===== config.mk =====
export PLATFORM = sky130hd
export DESIGN_NAME = swl_sequencer
export DESIGN_NICKNAME = d
export VERILOG_FILES = /design/src/verilog/swl_pkg.sv /design/src/verilog/swl_sequencer.sv
export SDC_FILE = /design/constraint.sdc
export NUM_CORES = 1
export LEC_CHECK = 0
export BUFFER_PORTS_ARGS = -buffer_cell sky130_fd_sc_hd__buf_2
export CAP_MARGIN = 20
export CORE_UTILIZATION = 55
export CTS_BUF_LIST = sky130_fd_sc_hd__clkbuf_16
export CTS_CLUSTER_DIAMETER = 50
export CTS_CLUSTER_SIZE = 12
export DETAILED_ROUTE_END_ITERATION = 10
export HOLD_SLACK_MARGIN = 0.12
export PLACE_DENSITY = 0.72
export SLEW_MARGIN = 20
export SYNTH_ARGS = -nofsm -noshare
export SYNTH_HDL_FRONTEND = slang
export SYNTH_SLANG_ARGS = --single-unit

===== constraint.sdc =====
create_clock -name clk -period 6.1 [get_ports clk]
set_input_delay 0.61 -clock clk [delete_from_list [all_inputs] [get_ports clk]]
set_output_delay 0.61 -clock clk [all_outputs]
set_load 0.005 [all_outputs]

===== src/verilog/swl_pkg.sv =====
/*
  Shared constants and types for the single-wire triplet and block receive sequencer.
  Assumes a 40 MHz clock and an Avalon-MM register bus with byte addresses.
*/
`default_nettype none
package swl_pkg;
  // Clock and start latency
  localparam int CLK_PERIOD_PS  = 25000;
  localparam int START_LAT_NS   = 1090;
  localparam int START_LAT_CYC  = (START_LAT_NS * 1000) / CLK_PERIOD_PS;

  // Register byte offsets
  localparam logic [8:0] OFS_CMD       = 9'h000;
  localparam logic [8:0] OFS_STATUS    = 9'h004;
  localparam logic [8:0] OFS_CFG       = 9'h008;
  localparam logic [8:0] OFS_TIME_LOW  = 9'h00C;
  localparam logic [8:0] OFS_TIME_AUX  = 9'h010;
  localparam logic [8:0] OFS_IRQ_STAT  = 9'h014;
  localparam logic [8:0] OFS_IRQ_MASK  = 9'h018;
  localparam logic [8:0] OFS_PTR       = 9'h01C;
  localparam logic [8:0] OFS_PTR_DATA  = 9'h020;
  localparam logic [8:0] OFS_SCRATCH   = 9'h100;

  // Command codes and field positions
  localparam logic [7:0] CMD_TRIPLET   = 8'h78;
  localparam logic [7:0] CMD_RECV      = 8'hE1;
  localparam int CMD_CODE_LSB          = 0;
  localparam int CMD_PARAM_LSB         = 8;
  localparam int BRANCH_BIT            = 7;
  localparam int BS_WIDTH              = 6;
  localparam int SCRATCH_DEPTH         = 64;
  localparam logic [2:0] LAST_BIT      = 3'h7;
  localparam logic [2:0] TRIP_SLOT1    = 3'h1;
  localparam logic [2:0] TRIP_SLOT2    = 3'h2;

  // Slot lengths and timing reset values, in clock cycles
  localparam logic [15:0] SLOT_STD_CYC  = 16'h0AF0;
  localparam logic [15:0] SLOT_OD_CYC   = 16'h0190;
  localparam logic [31:0] TIME_LOW_RST  = 32'h00F0_0960;
  localparam logic [31:0] TIME_AUX_RST  = 32'h0190_00C8;
  localparam logic [3:0]  CFG_RST       = 4'h0;
  localparam logic [2:0]  IRQ_RST       = 3'h0;

  typedef struct packed {
    logic weak_pullup_resistor;
    logic strong_pullup_select;
    logic active_pullup_select;
    logic overdrive_speed_select;
  } cfg_type;

  typedef struct packed {
    logic [15:0] write_one_low_time;
    logic [15:0] write_zero_low_time;
  } time_low_type;

  typedef struct packed {
    logic [15:0] read_sample_time;
    logic [15:0] recovery_time;
  } time_aux_type;

  typedef struct packed {
    logic refused;
    logic recv_done;
    logic trip_done;
  } events_type;

  typedef enum logic [1:0] {
    OP_NONE    = 2'b00,
    OP_TRIPLET = 2'b01,
    OP_RECV    = 2'b10
  } op_type;
endpackage
`default_nettype wire


===== src/verilog/swl_sequencer.sv =====
/*
  Single-wire bus sequencer: search triplet and block receive, Avalon-MM slave.
  Assumes ow_in comes from the open-drain line pin; output enable drives it low.
*/
// Local design decisions: register access over Avalon-MM and the placing of the registers.
// Functional notes
// (RULE1) Busy at command arrival: command ignored
// (RULE2) Triplet done within three slots plus 1.09us
// (RULE3) Line activity starts within 1.09us
// (RULE4) Triplet accept points reader at status
// (RULE5) Busy three slots; result flags at samples
// (RULE6) Triplet uses present speed, pullup, timings
// (RULE7) Parameter bit 7 is branch value
// (RULE8) Code E1h reads 1 to 63 bytes
// (RULE9) Receive only after earlier activity ends
// (RULE10) Receive done within count times 8 slots
// (RULE11) Busy for 8 slots times block size
// (RULE12) Bytes stored in order from 00h
// (RULE13) Block size zero reads one byte
// (RULE14) Receive uses present speed, pullup, timings
// (RULE15) Code 78h starts the search triplet
// (RULE16) Write slot chosen from two reads
// (RULE17) Host polls busy before using results
`timescale 1ns/1ps
`default_nettype none
module swl_sequencer (
  input  wire logic        clk,
  input  wire logic        sys_rst,
  input  wire logic        ce,
  input  wire logic [8:0]  avs_address,
  input  wire logic        avs_read,
  input  wire logic        avs_write,
  input  wire logic [31:0] avs_writedata,
  output logic      [31:0] avs_readdata,
  output logic             avs_waitrequest,
  input  wire logic        ow_in,
  output logic             ow_out,
  output logic             ow_oe,
  output logic             active_pullup_en,
  output logic             strong_pullup_en,
  output logic             weak_pullup_sel,
  output logic             irq
);
  import swl_pkg::*;
  localparam int LAT_LIM = START_LAT_CYC;
  cfg_type          cfg_r;
  time_low_type     tlow_r;
  time_aux_type     taux_r;
  events_type       irq_stat_r, irq_mask_r, ev;
  op_type           op_r;
  logic [31:0]      rdata_r;
  logic [16:0]      slot_end_cyc;
  logic [15:0]      slot_cnt_r, low_cyc;
  logic [8:0]       rd_ptr_r;
  logic [7:0]       shift_r, cmd_code, cmd_param;
  logic [7:0]       scratch_r [SCRATCH_DEPTH];
  logic [5:0]       byte_idx_r, byte_last_r;
  logic [2:0]       bit_idx_r;
  logic             ack_r, ow_meta_r, ow_sync_r, slot_run_r, slot_w0_r, branch_r, spu_hold_r;
  logic             sbr_r, tsb_r, dir_r, line_busy, wr_acc, rd_acc, rd_cap, cmd_wr, cmd_known;
  logic             start_trip, start_recv, slot_end, sample_hit, dir_calc, op_done;
  // (RULE11) Busy spans every slot
  assign line_busy  = (op_r != OP_NONE);
  assign wr_acc     = ce && avs_write && ack_r;
  assign rd_acc     = ce && avs_read && ack_r;
  assign rd_cap     = ce && avs_read && !ack_r;
  assign cmd_code   = avs_writedata[CMD_CODE_LSB +: 8];
  assign cmd_param  = avs_writedata[CMD_PARAM_LSB +: 8];
  assign cmd_wr     = wr_acc && (avs_address == OFS_CMD);
  assign cmd_known  = (cmd_code == CMD_TRIPLET) || (cmd_code == CMD_RECV);
  // (RULE1) Refuse while busy
  assign start_trip = cmd_wr && !line_busy && (cmd_code == CMD_TRIPLET);
  // (RULE9) No overlap with running op
  assign start_recv = cmd_wr && !line_busy && (cmd_code == CMD_RECV);
  // Avalon handshake: one wait cycle; ce low keeps the wait
  assign avs_waitrequest = (avs_read || avs_write) && !(ack_r && ce);
  assign avs_readdata    = rdata_r;
  always_ff @(posedge clk or posedge sys_rst) begin
    if (sys_rst) begin
      ack_r <= 1'b0;
    end else if (ce) begin
      ack_r <= (avs_read || avs_write) && !ack_r;
    end
  end

  function automatic logic [31:0] reg_value(input logic [8:0] a);
    logic [31:0] v;
    v = 32'h0000_0000;
    if (a >= OFS_SCRATCH) begin
      v[7:0] = scratch_r[a[7:2]];
    end else begin
      case (a)
        OFS_STATUS:   v[3:0] = {dir_r, tsb_r, sbr_r, line_busy};
        OFS_CFG:      v[3:0] = cfg_r;
        OFS_TIME_LOW: v = tlow_r;
        OFS_TIME_AUX: v = taux_r;
        OFS_IRQ_STAT: v[2:0] = irq_stat_r;
        OFS_IRQ_MASK: v[2:0] = irq_mask_r;
        OFS_PTR:      v[8:0] = rd_ptr_r;
        default:      v = 32'h0000_0000;
      endcase
    end
    return v;
  endfunction

  always_ff @(posedge clk or posedge sys_rst) begin
    if (sys_rst) begin
      rdata_r <= 32'h0000_0000;
    end else if (rd_cap) begin
      rdata_r <= (avs_address == OFS_PTR_DATA) ? reg_value(rd_ptr_r) : reg_value(avs_address);
    end
  end

  // Configuration registers
  always_ff @(posedge clk or posedge sys_rst) begin
    if (sys_rst) begin
      cfg_r      <= CFG_RST;
      tlow_r     <= TIME_LOW_RST;
      taux_r     <= TIME_AUX_RST;
      irq_mask_r <= IRQ_RST;
    end else if (wr_acc) begin
      case (avs_address)
        OFS_CFG:      cfg_r      <= avs_writedata[3:0];
        OFS_TIME_LOW: tlow_r     <= avs_writedata;
        OFS_TIME_AUX: taux_r     <= avs_writedata;
        OFS_IRQ_MASK: irq_mask_r <= avs_writedata[2:0];
        default:      cfg_r      <= cfg_r;
      endcase
    end
  end

  // (RULE4) Read pointer moves to status
  always_ff @(posedge clk or posedge sys_rst) begin
    if (sys_rst) begin
      rd_ptr_r <= OFS_STATUS;
    end else if (start_trip || start_recv) begin
      rd_ptr_r <= OFS_STATUS;
    end else if (wr_acc && avs_address == OFS_PTR) begin
      rd_ptr_r <= avs_writedata[8:0];
    end
  end

  // Events; set wins over read-clear
  assign ev.refused   = cmd_wr && (line_busy || !cmd_known);
  assign ev.trip_done = op_done && (op_r == OP_TRIPLET);
  assign ev.recv_done = op_done && (op_r == OP_RECV);
  // Clear at the capture edge, so no event slips between
  always_ff @(posedge clk or posedge sys_rst) begin
    if (sys_rst) begin
      irq_stat_r <= IRQ_RST;
    end else if (ce) begin
      irq_stat_r <= (rd_cap && avs_address == OFS_IRQ_STAT) ? ev : events_type'(irq_stat_r | ev);
    end
  end
  assign irq = |(irq_stat_r & irq_mask_r);
  // Line input synchroniser
  always_ff @(posedge clk or posedge sys_rst) begin
    if (sys_rst) begin
      ow_meta_r <= 1'b1;
      ow_sync_r <= 1'b1;
    end else if (ce) begin
      ow_meta_r <= ow_in;
      ow_sync_r <= ow_meta_r;
    end
  end

  // (RULE6) Live speed and timing values
  // (RULE14) Same settings for receive slots
  assign slot_end_cyc = {1'b0, cfg_r.overdrive_speed_select ? SLOT_OD_CYC : SLOT_STD_CYC}
                      + {1'b0, taux_r.recovery_time};
  assign low_cyc    = slot_w0_r ? tlow_r.write_zero_low_time : tlow_r.write_one_low_time;
  assign slot_end   = slot_run_r && ({1'b0, slot_cnt_r} == slot_end_cyc - 17'h00001);
  assign sample_hit = slot_run_r && !slot_w0_r && (slot_cnt_r == taux_r.read_sample_time)
                    && !(op_r == OP_TRIPLET && bit_idx_r == TRIP_SLOT2);
  assign op_done    = slot_end && (((op_r == OP_TRIPLET) && (bit_idx_r == TRIP_SLOT2))
                    || ((op_r == OP_RECV) && (bit_idx_r == LAST_BIT)
                    && (byte_idx_r == byte_last_r)));

  // (RULE16) Branch choice from two reads
  // (RULE7) Both zero takes parameter bit
  assign dir_calc = sbr_r ? 1'b1 : (ow_sync_r ? 1'b0 : branch_r);

  assign ow_out           = 1'b0;
  assign ow_oe            = slot_run_r && (slot_cnt_r < low_cyc);
  assign active_pullup_en = cfg_r.active_pullup_select && slot_run_r && !ow_oe;
  assign strong_pullup_en = spu_hold_r;
  assign weak_pullup_sel  = cfg_r.weak_pullup_resistor;

  // Slot timer
  always_ff @(posedge clk or posedge sys_rst) begin
    if (sys_rst) begin
      slot_run_r <= 1'b0;
      slot_cnt_r <= 16'h0000;
    end else if (ce) begin
      if (start_trip || start_recv) begin
        // (RULE3) Line driven the next cycle
        slot_run_r <= 1'b1;
        slot_cnt_r <= 16'h0000;
      end else if (slot_end) begin
        slot_run_r <= !op_done;
        slot_cnt_r <= 16'h0000;
      end else if (slot_run_r) begin
        slot_cnt_r <= slot_cnt_r + 16'h0001;
      end
    end
  end

  // Operation sequencer
  always_ff @(posedge clk or posedge sys_rst) begin
    if (sys_rst) begin
      op_r        <= OP_NONE;
      bit_idx_r   <= 3'h0;
      byte_idx_r  <= 6'h00;
      byte_last_r <= 6'h00;
      branch_r    <= 1'b0;
      slot_w0_r   <= 1'b0;
    end else if (ce) begin
      if (start_trip) begin
        // (RULE15) Triplet start
        op_r      <= OP_TRIPLET;
        branch_r  <= cmd_param[BRANCH_BIT];
        bit_idx_r <= 3'h0;
        slot_w0_r <= 1'b0;
      end else if (start_recv) begin
        // (RULE8) Block receive start
        // (RULE13) Zero size gives one byte
        op_r        <= OP_RECV;
        bit_idx_r   <= 3'h0;
        byte_idx_r  <= 6'h00;
        byte_last_r <= (cmd_param[BS_WIDTH-1:0] == 6'h00) ? 6'h00
                     : cmd_param[BS_WIDTH-1:0] - 6'h01;
        slot_w0_r   <= 1'b0;
      end else if (op_done) begin
        // (RULE2) Ends after last slot
        // (RULE10) Ends after last byte
        op_r      <= OP_NONE;
        slot_w0_r <= 1'b0;
      end else if (slot_end) begin
        bit_idx_r <= bit_idx_r + 3'h1;
        if (op_r == OP_TRIPLET && bit_idx_r == TRIP_SLOT1) begin
          slot_w0_r <= !dir_r;
        end
        if (op_r == OP_RECV && bit_idx_r == LAST_BIT) begin
          byte_idx_r <= byte_idx_r + 6'h01;
        end
      end
    end
  end

  // (RULE5) Result flags at sample points
  always_ff @(posedge clk or posedge sys_rst) begin
    if (sys_rst) begin
      sbr_r   <= 1'b0;
      tsb_r   <= 1'b0;
      dir_r   <= 1'b0;
      shift_r <= 8'h00;
    end else if (ce && sample_hit) begin
      if (op_r == OP_TRIPLET && bit_idx_r == 3'h0) begin
        sbr_r <= ow_sync_r;
      end else if (op_r == OP_TRIPLET) begin
        tsb_r <= ow_sync_r;
        dir_r <= dir_calc;
      end else begin
        shift_r <= {ow_sync_r, shift_r[7:1]};
      end
    end
  end

  // (RULE12) Bytes stored from location 00h
  always_ff @(posedge clk) begin
    if (ce && sample_hit && op_r == OP_RECV && bit_idx_r == LAST_BIT) begin
      scratch_r[byte_idx_r] <= {ow_sync_r, shift_r[7:1]};
    end
  end

  // Strong pullup after a receive
  always_ff @(posedge clk or posedge sys_rst) begin
    if (sys_rst) begin
      spu_hold_r <= 1'b0;
    end else if (ce) begin
      if (start_trip || start_recv || !cfg_r.strong_pullup_select) begin
        spu_hold_r <= 1'b0;
      end else if (ev.recv_done) begin
        spu_hold_r <= 1'b1;
      end
    end
  end

  // Assertion helpers
  logic [21:0] busy_cnt_r;
  always_ff @(posedge clk or posedge sys_rst) begin
    if (sys_rst) begin
      busy_cnt_r <= 22'h000000;
    end else if (ce) begin
      busy_cnt_r <= line_busy ? busy_cnt_r + 22'h000001 : 22'h000000;
    end
  end
endmodule
`default_nettype wire


; Word-level counts from Yosys, hierarchy flattened
; Memory sizes are Yosys's and may differ from the RTL's.
; Cells that the tools add are included.
; W data, S select, Z words.
[totals]
reg_bits = 166
ram_bits = 512
out_inout_bits = 39
n_memories = 1
[memory_table]
columns = name, depth, word_bits, rd, rd_clocked_by_memory_dff, write_ports, line
row1 = scratch_r, 64, 8, 2, 0, 1, swl_sequencer.sv:56  ; logic [7:0] scratch_r [SCRATCH_DEPTH];
[op_classes]
addsub = 6
n_lt_le_gt_ge = 3
n_eq_ne = 27
muxes = 46
bitwise = 5
reduce_logical = 79
[ops]
columns = operator, n
row1 = $pmux W23 S2, 2
row2 = $eq A9 B5 Y1 const B, 8
row3 = $mux W16, 4
row4 = $mux W24, 2
row5 = $pmux W3 S7, 2
row6 = $eq A9 B4 Y1 const B, 4
row7 = $logic_and A1 B1 Y1, 32
row8 = $mux W32, 1
row9 = $mux W6, 5
row10 = $pmux W5 S3, 2
row11 = $reduce_and A2 Y1, 10
row12 = $eq A9 B3 Y1 const B, 2
row13 = $ge A9 B9 Y1 const B, 2
row14 = $mux W9, 2
row15 = $add A12 B16 Y17, 1
row16 = $eq A16 B17 Y1, 1
row17 = $sub A17 B1 Y17 const B, 1
row18 = $add A16 B1 Y16 const B, 1
row19 = $eq A16 B16 Y1, 1
row20 = $lt A16 B16 Y1, 1
row21 = $mux W8, 2
row22 = $mux W3, 5
row23 = $reduce_and A3 Y1, 5
row24 = $mux W1, 13
row25 = other kinds (30), 57

; Depth between registers and ports, before layout
; Gate-level depths: netlist of run 1.
[depth]
word_depth = 9
depth_mapped = 13
depth_no_buf = 10

; Worst setup path before layout of run 1
; OpenSTA, ideal clock, no wires.
[synth_timing]
kind = register -> output
startpoint = register slot_w0_r
endpoint = output ow_oe
arrival_ps = 2708
t_required_ps = 5490
slack_ps = 2782
path_stages_with_launch = 12
n_path_buf = 2
cell_sequence = dfrtp_1 -> clkbuf_1 -> clkbuf_1 -> mux2i_1 -> ha_1 -> o21a_1 -> o21a_1 -> o21a_1 -> o21a_1 -> o21a_1 -> o21ai_0 -> and4_1
[synth_between]
elab_chain_len = 3
[synth_rtl]
columns = item, line
row1 = start: declaration, swl_sequencer.sv:59  ; logic ack_r, ow_meta_r, ow_sync_r, slot_run_r, slot_w0_r, branch_r, spu_hold_r;
row2 = start signal: assignment, swl_sequencer.sv:241  ; slot_w0_r <= !dir_r;
row3 = $mux W16, swl_sequencer.sv:171  ; assign low_cyc = slot_w0_r ? tlow_r.write_zero_low_time : tlow_r.write_one_low_time;
row4 = $lt A16 B16 Y1, swl_sequencer.sv:184  ; assign ow_oe = slot_run_r && (slot_cnt_r < low_cyc);
row5 = $logic_and A1 B1 Y1, swl_sequencer.sv:184
row6 = end: declaration, swl_sequencer.sv:38  ; output logic ow_oe,
; No other way between the ends.

; Worst setup path in the final report of run 1
; Same ends and word-level chain as after synthesis.

==> results of run 1 <==
-- layout make-up --
class	instances	area, sq um	share of cell area
Timing Repair Buffer	114	715.7	0.01941
Sequential cell	677	19560	0.5303
Multi-Input combinational cell	1159	13170	0.3572
Clock buffer	80	2002	0.05429
Antenna cell	1	2.502	0.00006787
Clock inverter	44	361.6	0.009807
Tap cell	773	967.2	0.02623
Inverter	25	98.84	0.002681
-- logic make-up (layout without fill, tap and decap cells) --
family	count (synthesis)	after routing	share of synthesized area
other cells	1	2	0.0001123
buf+inv	172	263	0.02140
flops	677	677	0.5849
fa+ha+maj	30	30	0.01124
mux	449	449	0.2581
simple gates	374	374	0.05506
xor+xnor	59	59	0.01548
compound gates	246	246	0.05367
-- through the flow --
step                      instance area, sq um  power (mW)
after floorplan                          33380       5.642
after global placement                   34500       5.931
after detailed placement                 34500       5.944
after CTS                                36860       10.32
after global routing                     36870       10.53
final                                    36870       10.28
-- layer usage --
| metal | vias to the layer above | part of all wire | wire (um) |
|---|---|---|---|
| met4 | 0 | 0.034 | 3263 |
| met1 | 10950 | 0.39 | 37650 |
| met2 | 1388 | 0.46 | 44160 |
| li1 | 8336 | - | - |
| met3 | 173 | 0.12 | 11560 |
| met5 | - | 0 | 0 |
-- worst max-delay path, stage by stage, from the launching register on --
cell,delay [ps]
dfrtp_1,1010
mux2i_1,280
ha_1,250
o21a_1,100
o21a_1,160
o21a_1,160
o21a_1,170
o21a_1,160
o21ai_0,490
and4_1,290
buf_2,120
-- power groups by stage --
stage / clock [mW] / sequential, mW / combinational [mW]
floorplan: 0 / 5.30 / 0.340
global placement: 0 / 5.44 / 0.492
detailed placement: 0 / 5.45 / 0.498
CTS: 4.46 / 5.35 / 0.501
global route: 4.63 / 5.36 / 0.539
finish: 4.42 / 5.35 / 0.502
-- state kept, by name, summed over array words and instances, names as in the netlist, 2 cells and up --
| register | flops |
|---|---|
| irq_mask_r | 3 |
| scratch_r | 512 |
| slot_cnt_r | 16 |
| byte_idx_r | 6 |
| taux_r | 32 |
| byte_last_r | 6 |
| cfg_r | 3 |
| bit_idx_r | 3 |
| avs_readdata | 32 |
| tlow_r | 32 |
| irq_stat_r | 3 |
| rd_ptr_r | 9 |
| op_r | 2 |
| shift_r | 7 |
-- worst max-delay path by stage --
stage,end,slack [ps],depth (start not counted)
4_1_cts,ow_oe,1680,10
3_3_place_gp,scratch_r[38][0]$_DFFE_PP_,1610,8
6_report,ow_oe,1680,10
3_5_place_dp,scratch_r[38][4]$_DFFE_PP_,1500,8
2_1_floorplan,ack_r$_DFFE_PP0P_,1060,1
5_1_grt,scratch_r[38][5]$_DFFE_PP_,1460,8
-- placed cells by master (no fill, tap or decap), drive strengths merged, types with 14 or more instances in the layout --
cell,Yosys,final
edfxtp,512,512
mux4,321,321
dfrtp,148,148
nor2,127,127
buf,63,114
nand2,91,91
mux2,85,85
clkbuf,84,80
o21ai,51,51
inv,24,49
mux2i,43,43
xnor2,40,40
a21oi,38,38
nand3,31,31
ha,30,30
a22o,28,28
a222oi,25,25
xor2,19,19
nor3,19,19
nor2b,18,18
nand4,17,17
dfstp,17,17
and3,14,14
==> reports/qor.txt, run 1 <==
Synthesized area per cell -> 16.62 sq um
DP HPWL -> 63330 um
Top-area cell type share of the netlist area -> 0.4606
Top-count cell post-synth -> edfxtp_1
Drt via density -> 7.254
Busiest grt layer -> met2
Clk slew on worst S/H paths -> 60 ps
PwrDens -> 278.7 mW/mm^2
Crit path max fanout -> 18
FF+latch count, synth -> 677
Largest net degree at the start of global routing -> 87
Max-cap violations -> 0
Top cells by area, synth -> edfxtp_1 46%, mux4_2 22%, dfrtp_1 11%, mux2_2 2.5%, nor2_1 1.4%
Antenna violations before repair -> 2
YS warnings -> 0
Crit. Startpoint -> slot_w0_r$_DFFE_PP0P_
P&R area growth vs syn -> 10.46%
IO Count -> 86
Dpl cells -> 2748
R2r setup slk -> 1770 ps
CTS Root Cell -> clkbuf_16
Die area -> 0.06168 sq mm
Comb pwr share -> 0.049
Post-CTS setup buffers -> 0
Core area -> 0.05946 sq mm
GR Util met2 -> 0.4770
TritonCTS Sinks -> 677
Syn Nets -> 2085
Post-synth ARST share -> 0.2437
Final worst-path cycle share -> 0.7245
CTS buffer count -> 78
Final Core Density -> 0.6201
Final hold slack -> 144.4 ps
Final setup viols -> 0
Vias in the first global route -> 20320
# resized after CTS -> 0
Internal power -> 7.875 mW
Final Max Tran Viols -> 0
Clock Latency Late Sink -> 620 ps
Die H -> 248.4 um
Worst Tran Pin Value -> 1150 ps
Worst Clk Skew -> 26.44 ps
Pre-CTS setup slack -> 1504 ps
Fillers -> 4233
Rows -> 89
Worst min path class -> primary input to async pin
CP Class -> flip-flop to output port
Total grt overflow -> 0
Mapped Cells -> 2008
Critical Path RT -> 5490 ps
Initial DRC count -> 2541
M1 GR Usage -> 0.4685
Initial Utilization -> 0.5614
CTS tree -> built
RSZ-0062 raised after global routing -> false
Nets -> 2132
Reg2reg start -> slot_cnt_r[4]$_DFFE_PP0P_
Worst VDD drop -> 0.0002524 V
Switching Fraction -> 0.2336
Net switching power -> 2.400 mW
Lkg Pwr -> 12.59 nW
GPL Wtd Cong -> 0.9685
Via count -> 20840
Status -> finished clean
Critical path arrival -> 3810 ps
Overall routing resource usage -> 0.3226
Post-synth top cells -> 512 x edfxtp_1, 321 x mux4_2, 148 x dfrtp_1, 127 x nor2_1, 91 x nand2_1
Cell variety after synth -> 78
Clk pwr share -> 0.430
Post-Synthesis Cell Area -> 0.03338 sq mm
Slew headroom -> 0.2336
H-tree levels -> 3
Final TNS setup -> 0 ps
Fraction of final layout cells sized beyond drive strength 1 -> 0.3159
CP startpoint kind -> flip-flop
I/O Buffers -> 84
Initial DRT Pass Iterations -> 6
Worst-case reg-to-reg path depth -> 8
Highest clock rate -> 0.2263 GHz
ANT nets after route -> 0
First-pass GRT wire length -> 141700 um
Clock buffer depth -> 3
Average wire per standard cell -> 33.64 um
Seq pwr share -> 0.521
Synth area leader -> edfxtp_1
Die width -> 248.4 um
Ys flop type -> edfxtp_1
Worst Slack Setup Final -> 1681 ps
Min Clock Period, post-route -> 4419 ps
Final std cells w/o fill -> 2873
Hold bufs inserted after CTS -> 0
FF-to-FF End -> scratch_r[38][3]$_DFFE_PP_
CP endpoint kind -> output port
Remaining DRCs -> 0
Grt met3 use -> 0.08533
Register area share after synthesis -> 0.5849
Final hold violations -> 0
Post-synth EDFFs -> 512
Routed wire length -> 96630 um
Note: power is estimated with default switching activity, not from simulation.
==> run 2, diff against run 1 <==
- clock period: 6.1 -> 4.2 ns (I/O delays scaled with it)
==> run 2 against run 1 <==
Combinational power is 78% higher. Final area is 3.2% higher. Largest cell class unchanged. Worst hold slack better by 7.9 ps. Global-route usage is 0.14 points lower.
==> reports/qor.txt, run 2 (synthesis gave the netlist of run 1 again) <==
TritonCTS Sinks -> 677 (unchanged)
Initial Utilization -> 0.5614 (unchanged)
Total grt overflow -> 0 (unchanged)
Core area -> 0.05946 sq mm (unchanged)
Worst min path class -> primary input to flip-flop
Vias in the first global route -> 21040 (+3.5%)
H-tree levels -> 3 (unchanged)
Fillers -> 4169 (-1.5%)
Remaining DRCs -> 0 (unchanged)
Drt via density -> 7.062 (-2.7%)
CTS tree -> built
CTS Root Cell -> clkbuf_16
Final TNS setup -> 0 ps (unchanged)
R2r setup slk -> 580 ps (-1190 ps)
Critical path arrival -> 3330 ps (-480 ps)
Die width -> 248.4 um (unchanged)
Final std cells w/o fill -> 3014 (+4.9%)
Status -> finished clean
Reg2reg start -> cfg_r[0]$_DFFE_PP0P_
DP HPWL -> 64910 um (+2.5%)
CTS buffer count -> 79 (+1.3%)
Min Clock Period, post-route -> 3749 ps
Lkg Pwr -> 13.30 nW (+5.7%)
Nets -> 2265 (+6.2%)
Largest register by flop count -> scratch_r
Clock Latency Late Sink -> 640 ps (+20 ps)
Worst Clk Skew -> 33.09 ps (+6.649 ps)
Final worst-path cycle share -> 0.8926
GPL Wtd Cong -> 1.000 (+3.3%)
Largest net degree at the start of global routing -> 119 (+37%)
CP startpoint kind -> flip-flop
Worst Tran Pin Value -> 1114 ps (-35.49 ps)
Overall routing resource usage -> 0.3212 (-0.001363)
Initial DRT Pass Iterations -> 6 (unchanged)
Critical Path RT -> 3780 ps (-1710 ps)
Storage cell area -> 0.01954 sq mm (about the same)
CP Class -> flip-flop to output port
Worst-case reg-to-reg path depth -> 11 (+3)
First-pass GRT wire length -> 142200 um (+0.34%)
ANT nets after route -> 0 (unchanged)
Via count -> 21280 (+2.1%)
FF-to-FF End -> slot_cnt_r[15]$_DFFE_PP0P_
PwrDens -> 397.0 mW/mm^2 (+42%)
P&R area growth vs syn -> 14.00%
Final setup viols -> 0 (unchanged)
Most frequent cells in the layout -> 512 x edfxtp_1, 321 x mux4_2, 138 x dfrtp_1, 126 x nor2_1, 126 x buf_4
Rows -> 89 (unchanged)
Slew headroom -> 0.2573 (+0.02366)
Final Core Density -> 0.6400 (+0.01990)
Clock buffer depth -> 3 (unchanged)
Dpl cells -> 2853 (+3.8%)
RSZ-0062 raised after global routing -> false
Fraction of final layout cells sized beyond drive strength 1 -> 0.3472 (+0.03132)
Worst Hold Depth -> 2
Clk slew on worst S/H paths -> 60 ps (about the same)
Die area -> 0.06168 sq mm (unchanged)
Worst Hold Endpoint -> taux_r[10]$_DFFE_PP0P_
IO Count -> 86 (unchanged)
CP endpoint kind -> output port
Initial DRC count -> 2742 (+7.9%)
Die H -> 248.4 um (unchanged)
Max reg flops -> 512 (unchanged)
Routed wire length -> 95900 um (-0.76%)
Highest clock rate -> 0.2668 GHz
Final Max Tran Viols -> 0 (unchanged)
Commonest non-fill, non-tap cell in the layout -> edfxtp_1
I/O Buffers -> 84 (unchanged)
Worst VDD drop -> 0.0003636 V (+44%)
Area of the multi-input gates -> 0.01316 sq mm (about the same)
Crit path max fanout -> 15 (-3)
Antenna violations before repair -> 2 (unchanged)
Max-cap violations -> 0 (unchanged)
Hold path startpoint -> avs_writedata[10]
Average wire per standard cell -> 31.82 um (-5.4%)
Final hold violations -> 0 (unchanged)
Post-CTS setup buffers -> 0 (unchanged)
run 2: cell types whose count changed in the layout (fill, tap and decap cells not counted), sizes merged:
cell	delta
buf	+105
bufinv	+1
clkbuf	-1
clkinv	+10
clkinvlp	-1
diode	+2
dlygate4sd3	+27
inv	-2
run 2: where the power goes:
part,leakage [nW],switching [mW],internal (mW),total [mW]
sequential,6.96,0.234,7.42,7.66
combinational,5.10,0.542,0.350,0.893
clock,1.24,2.80,3.76,6.56
total,13.3,3.58,11.5,15.1
run 2: stage by stage:
step	power [mW]	hold slack [ps]	worst slack (ps)	instance area, sq um
after floorplan	8.195	462.8	1072	33390
after global placement	8.617	457.1	666.8	35330
after detailed placement	8.642	459.3	612.1	35330
after CTS	15.15	129.9	477.3	38050
after global routing	15.48	132.4	318.4	38050
final	15.11	152.3	451.2	38060
run 2: layout make-up:
class,count,area share
flip-flops and latches,677,0.5135
diodes,3,0.0001973
clock buffers,79,0.05195
well taps,773,0.02541
inverters,25,0.002564
repair buffers,246,0.04817
multi-input cells,1159,0.3457
clock inverters,52,0.01243
run 2: timing repair:
item	in CTS	in global routing
resized for setup	0	0
hold endpoints to repair	193	0
hold buffers	27	0
run 2: worst max path at each step:
stage | from | end | slack [ps] | cells after the start
2_1_floorplan | slot_w0_r$_DFFE_PP0P_ | ow_oe | 1070 | 11
3_3_place_gp | taux_r[20]$_DFFE_PP1P_ | scratch_r[37][3]$_DFFE_PP_ | 670 | 9
3_5_place_dp | cfg_r[0]$_DFFE_PP0P_ | slot_cnt_r[8]$_DFFE_PP0P_ | 610 | 11
4_1_cts | slot_w0_r$_DFFE_PP0P_ | active_pullup_en | 480 | 10
5_1_grt | slot_w0_r$_DFFE_PP0P_ | active_pullup_en | 320 | 10
6_report | slot_w0_r$_DFFE_PP0P_ | active_pullup_en | 450 | 10
run 2: worst max-delay path: stages, from the launching register on:
cell	delay (ps)
dfrtp_1	420
buf_4	320
mux2i_1	240
ha_1	250
o21a_1	110
o21a_1	160
o21a_1	160
o21a_1	160
o21ai_0	450
a41oi_1	240
buf_2	180
run 2: routing by layer:
layer	wire length (um)	vias up	GRT usage
li1	-	8593	-
met1	37390	11260	0.4539
met2	45360	1276	0.4917
met3	10330	160	0.08554
met4	2817	0	0.09935
met5	0	-	0
==> run 3, diff against run 2 <==
- CAP_MARGIN: 20 -> unset
- CELL_PAD_IN_SITES_DETAIL_PLACEMENT: unset -> 1
- CELL_PAD_IN_SITES_GLOBAL_PLACEMENT: unset -> 1
- CORE_UTILIZATION: 55 -> 54
- PLACE_DENSITY: 0.72 -> unset
- PLACE_DENSITY_LB_ADDON: unset -> 0.1
==> run 3 against run 2 <==
Via count is 0.82% higher. Highest routed layer is now met5. Clock-buffer cell count rose by 6. Critical path type is now flip-flop to flip-flop. Worst hold slack got worse by 14 ps. Critical endpoint is now scratch_r[6][0]$_DFFE_PP_.
==> reports/qor.txt, run 3 (synthesis gave the netlist of run 1 again) <==
Largest register by flop count -> scratch_r
Via count -> 21460 (+0.82%)
Antenna violations before repair -> 3 (+1)
Average wire per standard cell -> 35.90 um (+13%)
Design Power -> 15.71 mW (+4.0%)
Final setup viols -> 0 (unchanged)
Clk slew on worst S/H paths -> 60 ps (about the same)
Core area -> 0.06070 sq mm (+2.1%)
CP startpoint kind -> flip-flop
Total grt overflow -> 0 (unchanged)
Crit. Startpoint -> slot_cnt_r[4]$_DFFE_PP0P_
GPL Wtd Cong -> 0.9240 (-7.6%)
Final worst-path cycle share -> 0.9641 (+0.07150)
# resized after CTS -> 0 (unchanged)
CP Class -> flip-flop to flip-flop
Commonest non-fill, non-tap cell in the layout -> edfxtp_1
ANT nets after route -> 0 (unchanged)
Critical path arrival -> 4310 ps (+980 ps)
Highest clock rate -> 0.2470 GHz (-7.4%)
Max-cap violations -> 0 (unchanged)
Fraction of final layout cells sized beyond drive strength 1 -> 0.3501 (+0.002949)
FF-to-FF End -> scratch_r[6][0]$_DFFE_PP_
Initial DRC count -> 2664 (-2.8%)
P&R area growth vs syn -> 14.54%
Initial Utilization -> 0.5500 (-0.01139)
Min Clock Period, post-route -> 4049 ps (+300.3 ps)
TritonCTS Sinks -> 677 (unchanged)
Final hold slack -> 138.0 ps (-14.25 ps)
First-pass GRT wire length -> 159600 um (+12%)
RSZ-0062 raised after global routing -> false
Fillers -> 5306 (+27%)
Final Max Tran Viols -> 0 (unchanged)
Lkg Pwr -> 13.39 nW (+0.64%)
Final Core Density -> 0.6300 (-0.01001)
Final hold violations -> 0 (unchanged)
Worst Tran Pin Value -> 1080 ps (-33.93 ps)
Crit path max fanout -> 8 (-7)
Worst Clk Skew -> 22.64 ps (-10.45 ps)
Routed wire length -> 108600 um (+13%)
Slew headroom -> 0.2799 (+0.02262)
Most frequent cells in the layout -> 512 x edfxtp_1, 321 x mux4_2, 138 x dfrtp_1, 126 x nor2_1, 126 x buf_4
Drt via density -> 7.094 (+0.45%)
DP HPWL -> 73840 um (+14%)
DP Area -> 0.03530 sq mm (about the same)
Vias in the first global route -> 22490 (+6.9%)
Clock buffer depth -> 3 (unchanged)
Reg2reg start -> slot_cnt_r[4]$_DFFE_PP0P_
Status -> finished clean
Clock Latency Late Sink -> 640 ps (about the same)
CTS tree -> built
Critical Path RT -> 4460 ps (+680 ps)
Overall routing resource usage -> 0.3562 (+0.03503)
Die area -> 0.06282 sq mm (+1.8%)
IO Count -> 86 (unchanged)
Largest net degree at the start of global routing -> 85 (-29%)
Die width -> 250.6 um (+0.92%)
Final TNS setup -> 0 ps (unchanged)
Worst VDD drop -> 0.0003859 V (+6.1%)
I/O Buffers -> 84 (unchanged)
CTS Root Cell -> clkbuf_16
Crit path capture -> scratch_r[6][0]$_DFFE_PP_
CTS buffer count -> 82 (+3.8%)
Final Cell Area -> 0.03824 sq mm (+0.47%)
Die H -> 250.6 um (+0.92%)
PwrDens -> 411.0 mW/mm^2 (+3.5%)
CP endpoint kind -> flip-flop
Initial DRT Pass Iterations -> 6 (unchanged)
R2r setup slk -> 150 ps (-430 ps)
Remaining DRCs -> 0 (unchanged)
H-tree levels -> 3 (unchanged)
Worst-case reg-to-reg path depth -> 8 (-3)
Max reg flops -> 512 (unchanged)
Worst min path class -> primary input to flip-flop
Rows -> 90 (+1.1%)
Nets -> 2263 (-0.088%)
run 3: cell types whose count changed in the layout (fill, tap and decap cells not counted), moves of 3 or more:
| cell | before | now |
|---|---|---|
| clkbuf_16 | 79 | 85 |
| bufinv_16 | 5 | 8 |
| dlygate4sd3_1 | 27 | 24 |
| inv_1 | 35 | 32 |
run 3: report_power, final:
group	internal, mW	switching [mW]
Combinational	0.353	0.597
Clock	4.20	2.95
Sequential	7.42	0.202
run 3: timing repair:
action	4_1_cts	5_1_grt
hold buffers	24	0
hold endpoints to repair	55	0
buffers inserted	0	0
run 3: worst min path at each step:
stage	cells after the start	slack, ps	end	start
after detailed placement	2	450	taux_r[1]$_DFFE_PP0P_	sys_rst
after global routing	2	140	taux_r[13]$_DFFE_PP0P_	avs_writedata[13]
after floorplan	2	460	avs_readdata[8]$_DFFE_PP0P_	avs_readdata[8]$_DFFE_PP0P_
after global placement	2	450	sbr_r$_DFFE_PP0P_	sys_rst
after CTS	2	130	tlow_r[2]$_DFFE_PP0P_	avs_writedata[2]
final	2	140	taux_r[13]$_DFFE_PP0P_	avs_writedata[13]
run 3: final cells by class:
class | instances | area, sq um | area share
Antenna cell | 1 | 2.502 | 0.00006544
Clock buffer | 85 | 2127 | 0.05563
Clock inverter | 55 | 566.8 | 0.01482
Inverter | 25 | 97.59 | 0.002552
Multi-Input combinational cell | 1159 | 13160 | 0.3441
Sequential cell | 677 | 19540 | 0.5111
Tap cell | 782 | 978.4 | 0.02559
Timing Repair Buffer | 241 | 1763 | 0.04611
run 3: critical path, stage by stage (launching register included):
cell	delay (ps)
dfrtp_1	470
xnor2_1	280
inv_1	80
nor4_1	280
nand4_1	130
or4_1	660
nor3_1	490
nand3_1	520
nor2_1	760
run 3: metal layers:
layer,global-route usage,part of all wire,vias to the layer above
met5,0,0.00012,-
met4,0.1558,0.046,2
met3,0.06142,0.077,246
met2,0.6000,0.51,1154
met1,0.4576,0.37,11480
li1,-,-,8575
run 3: per-stage QoR:
step / std cells / setup WS, ps
global route: 3024 / 84.92
CTS: 3024 / 266.8
finish: 3025 / 150.9
detailed placement: 2860 / 309.4
floorplan: 2008 / 1072
global placement: 2860 / 360.2
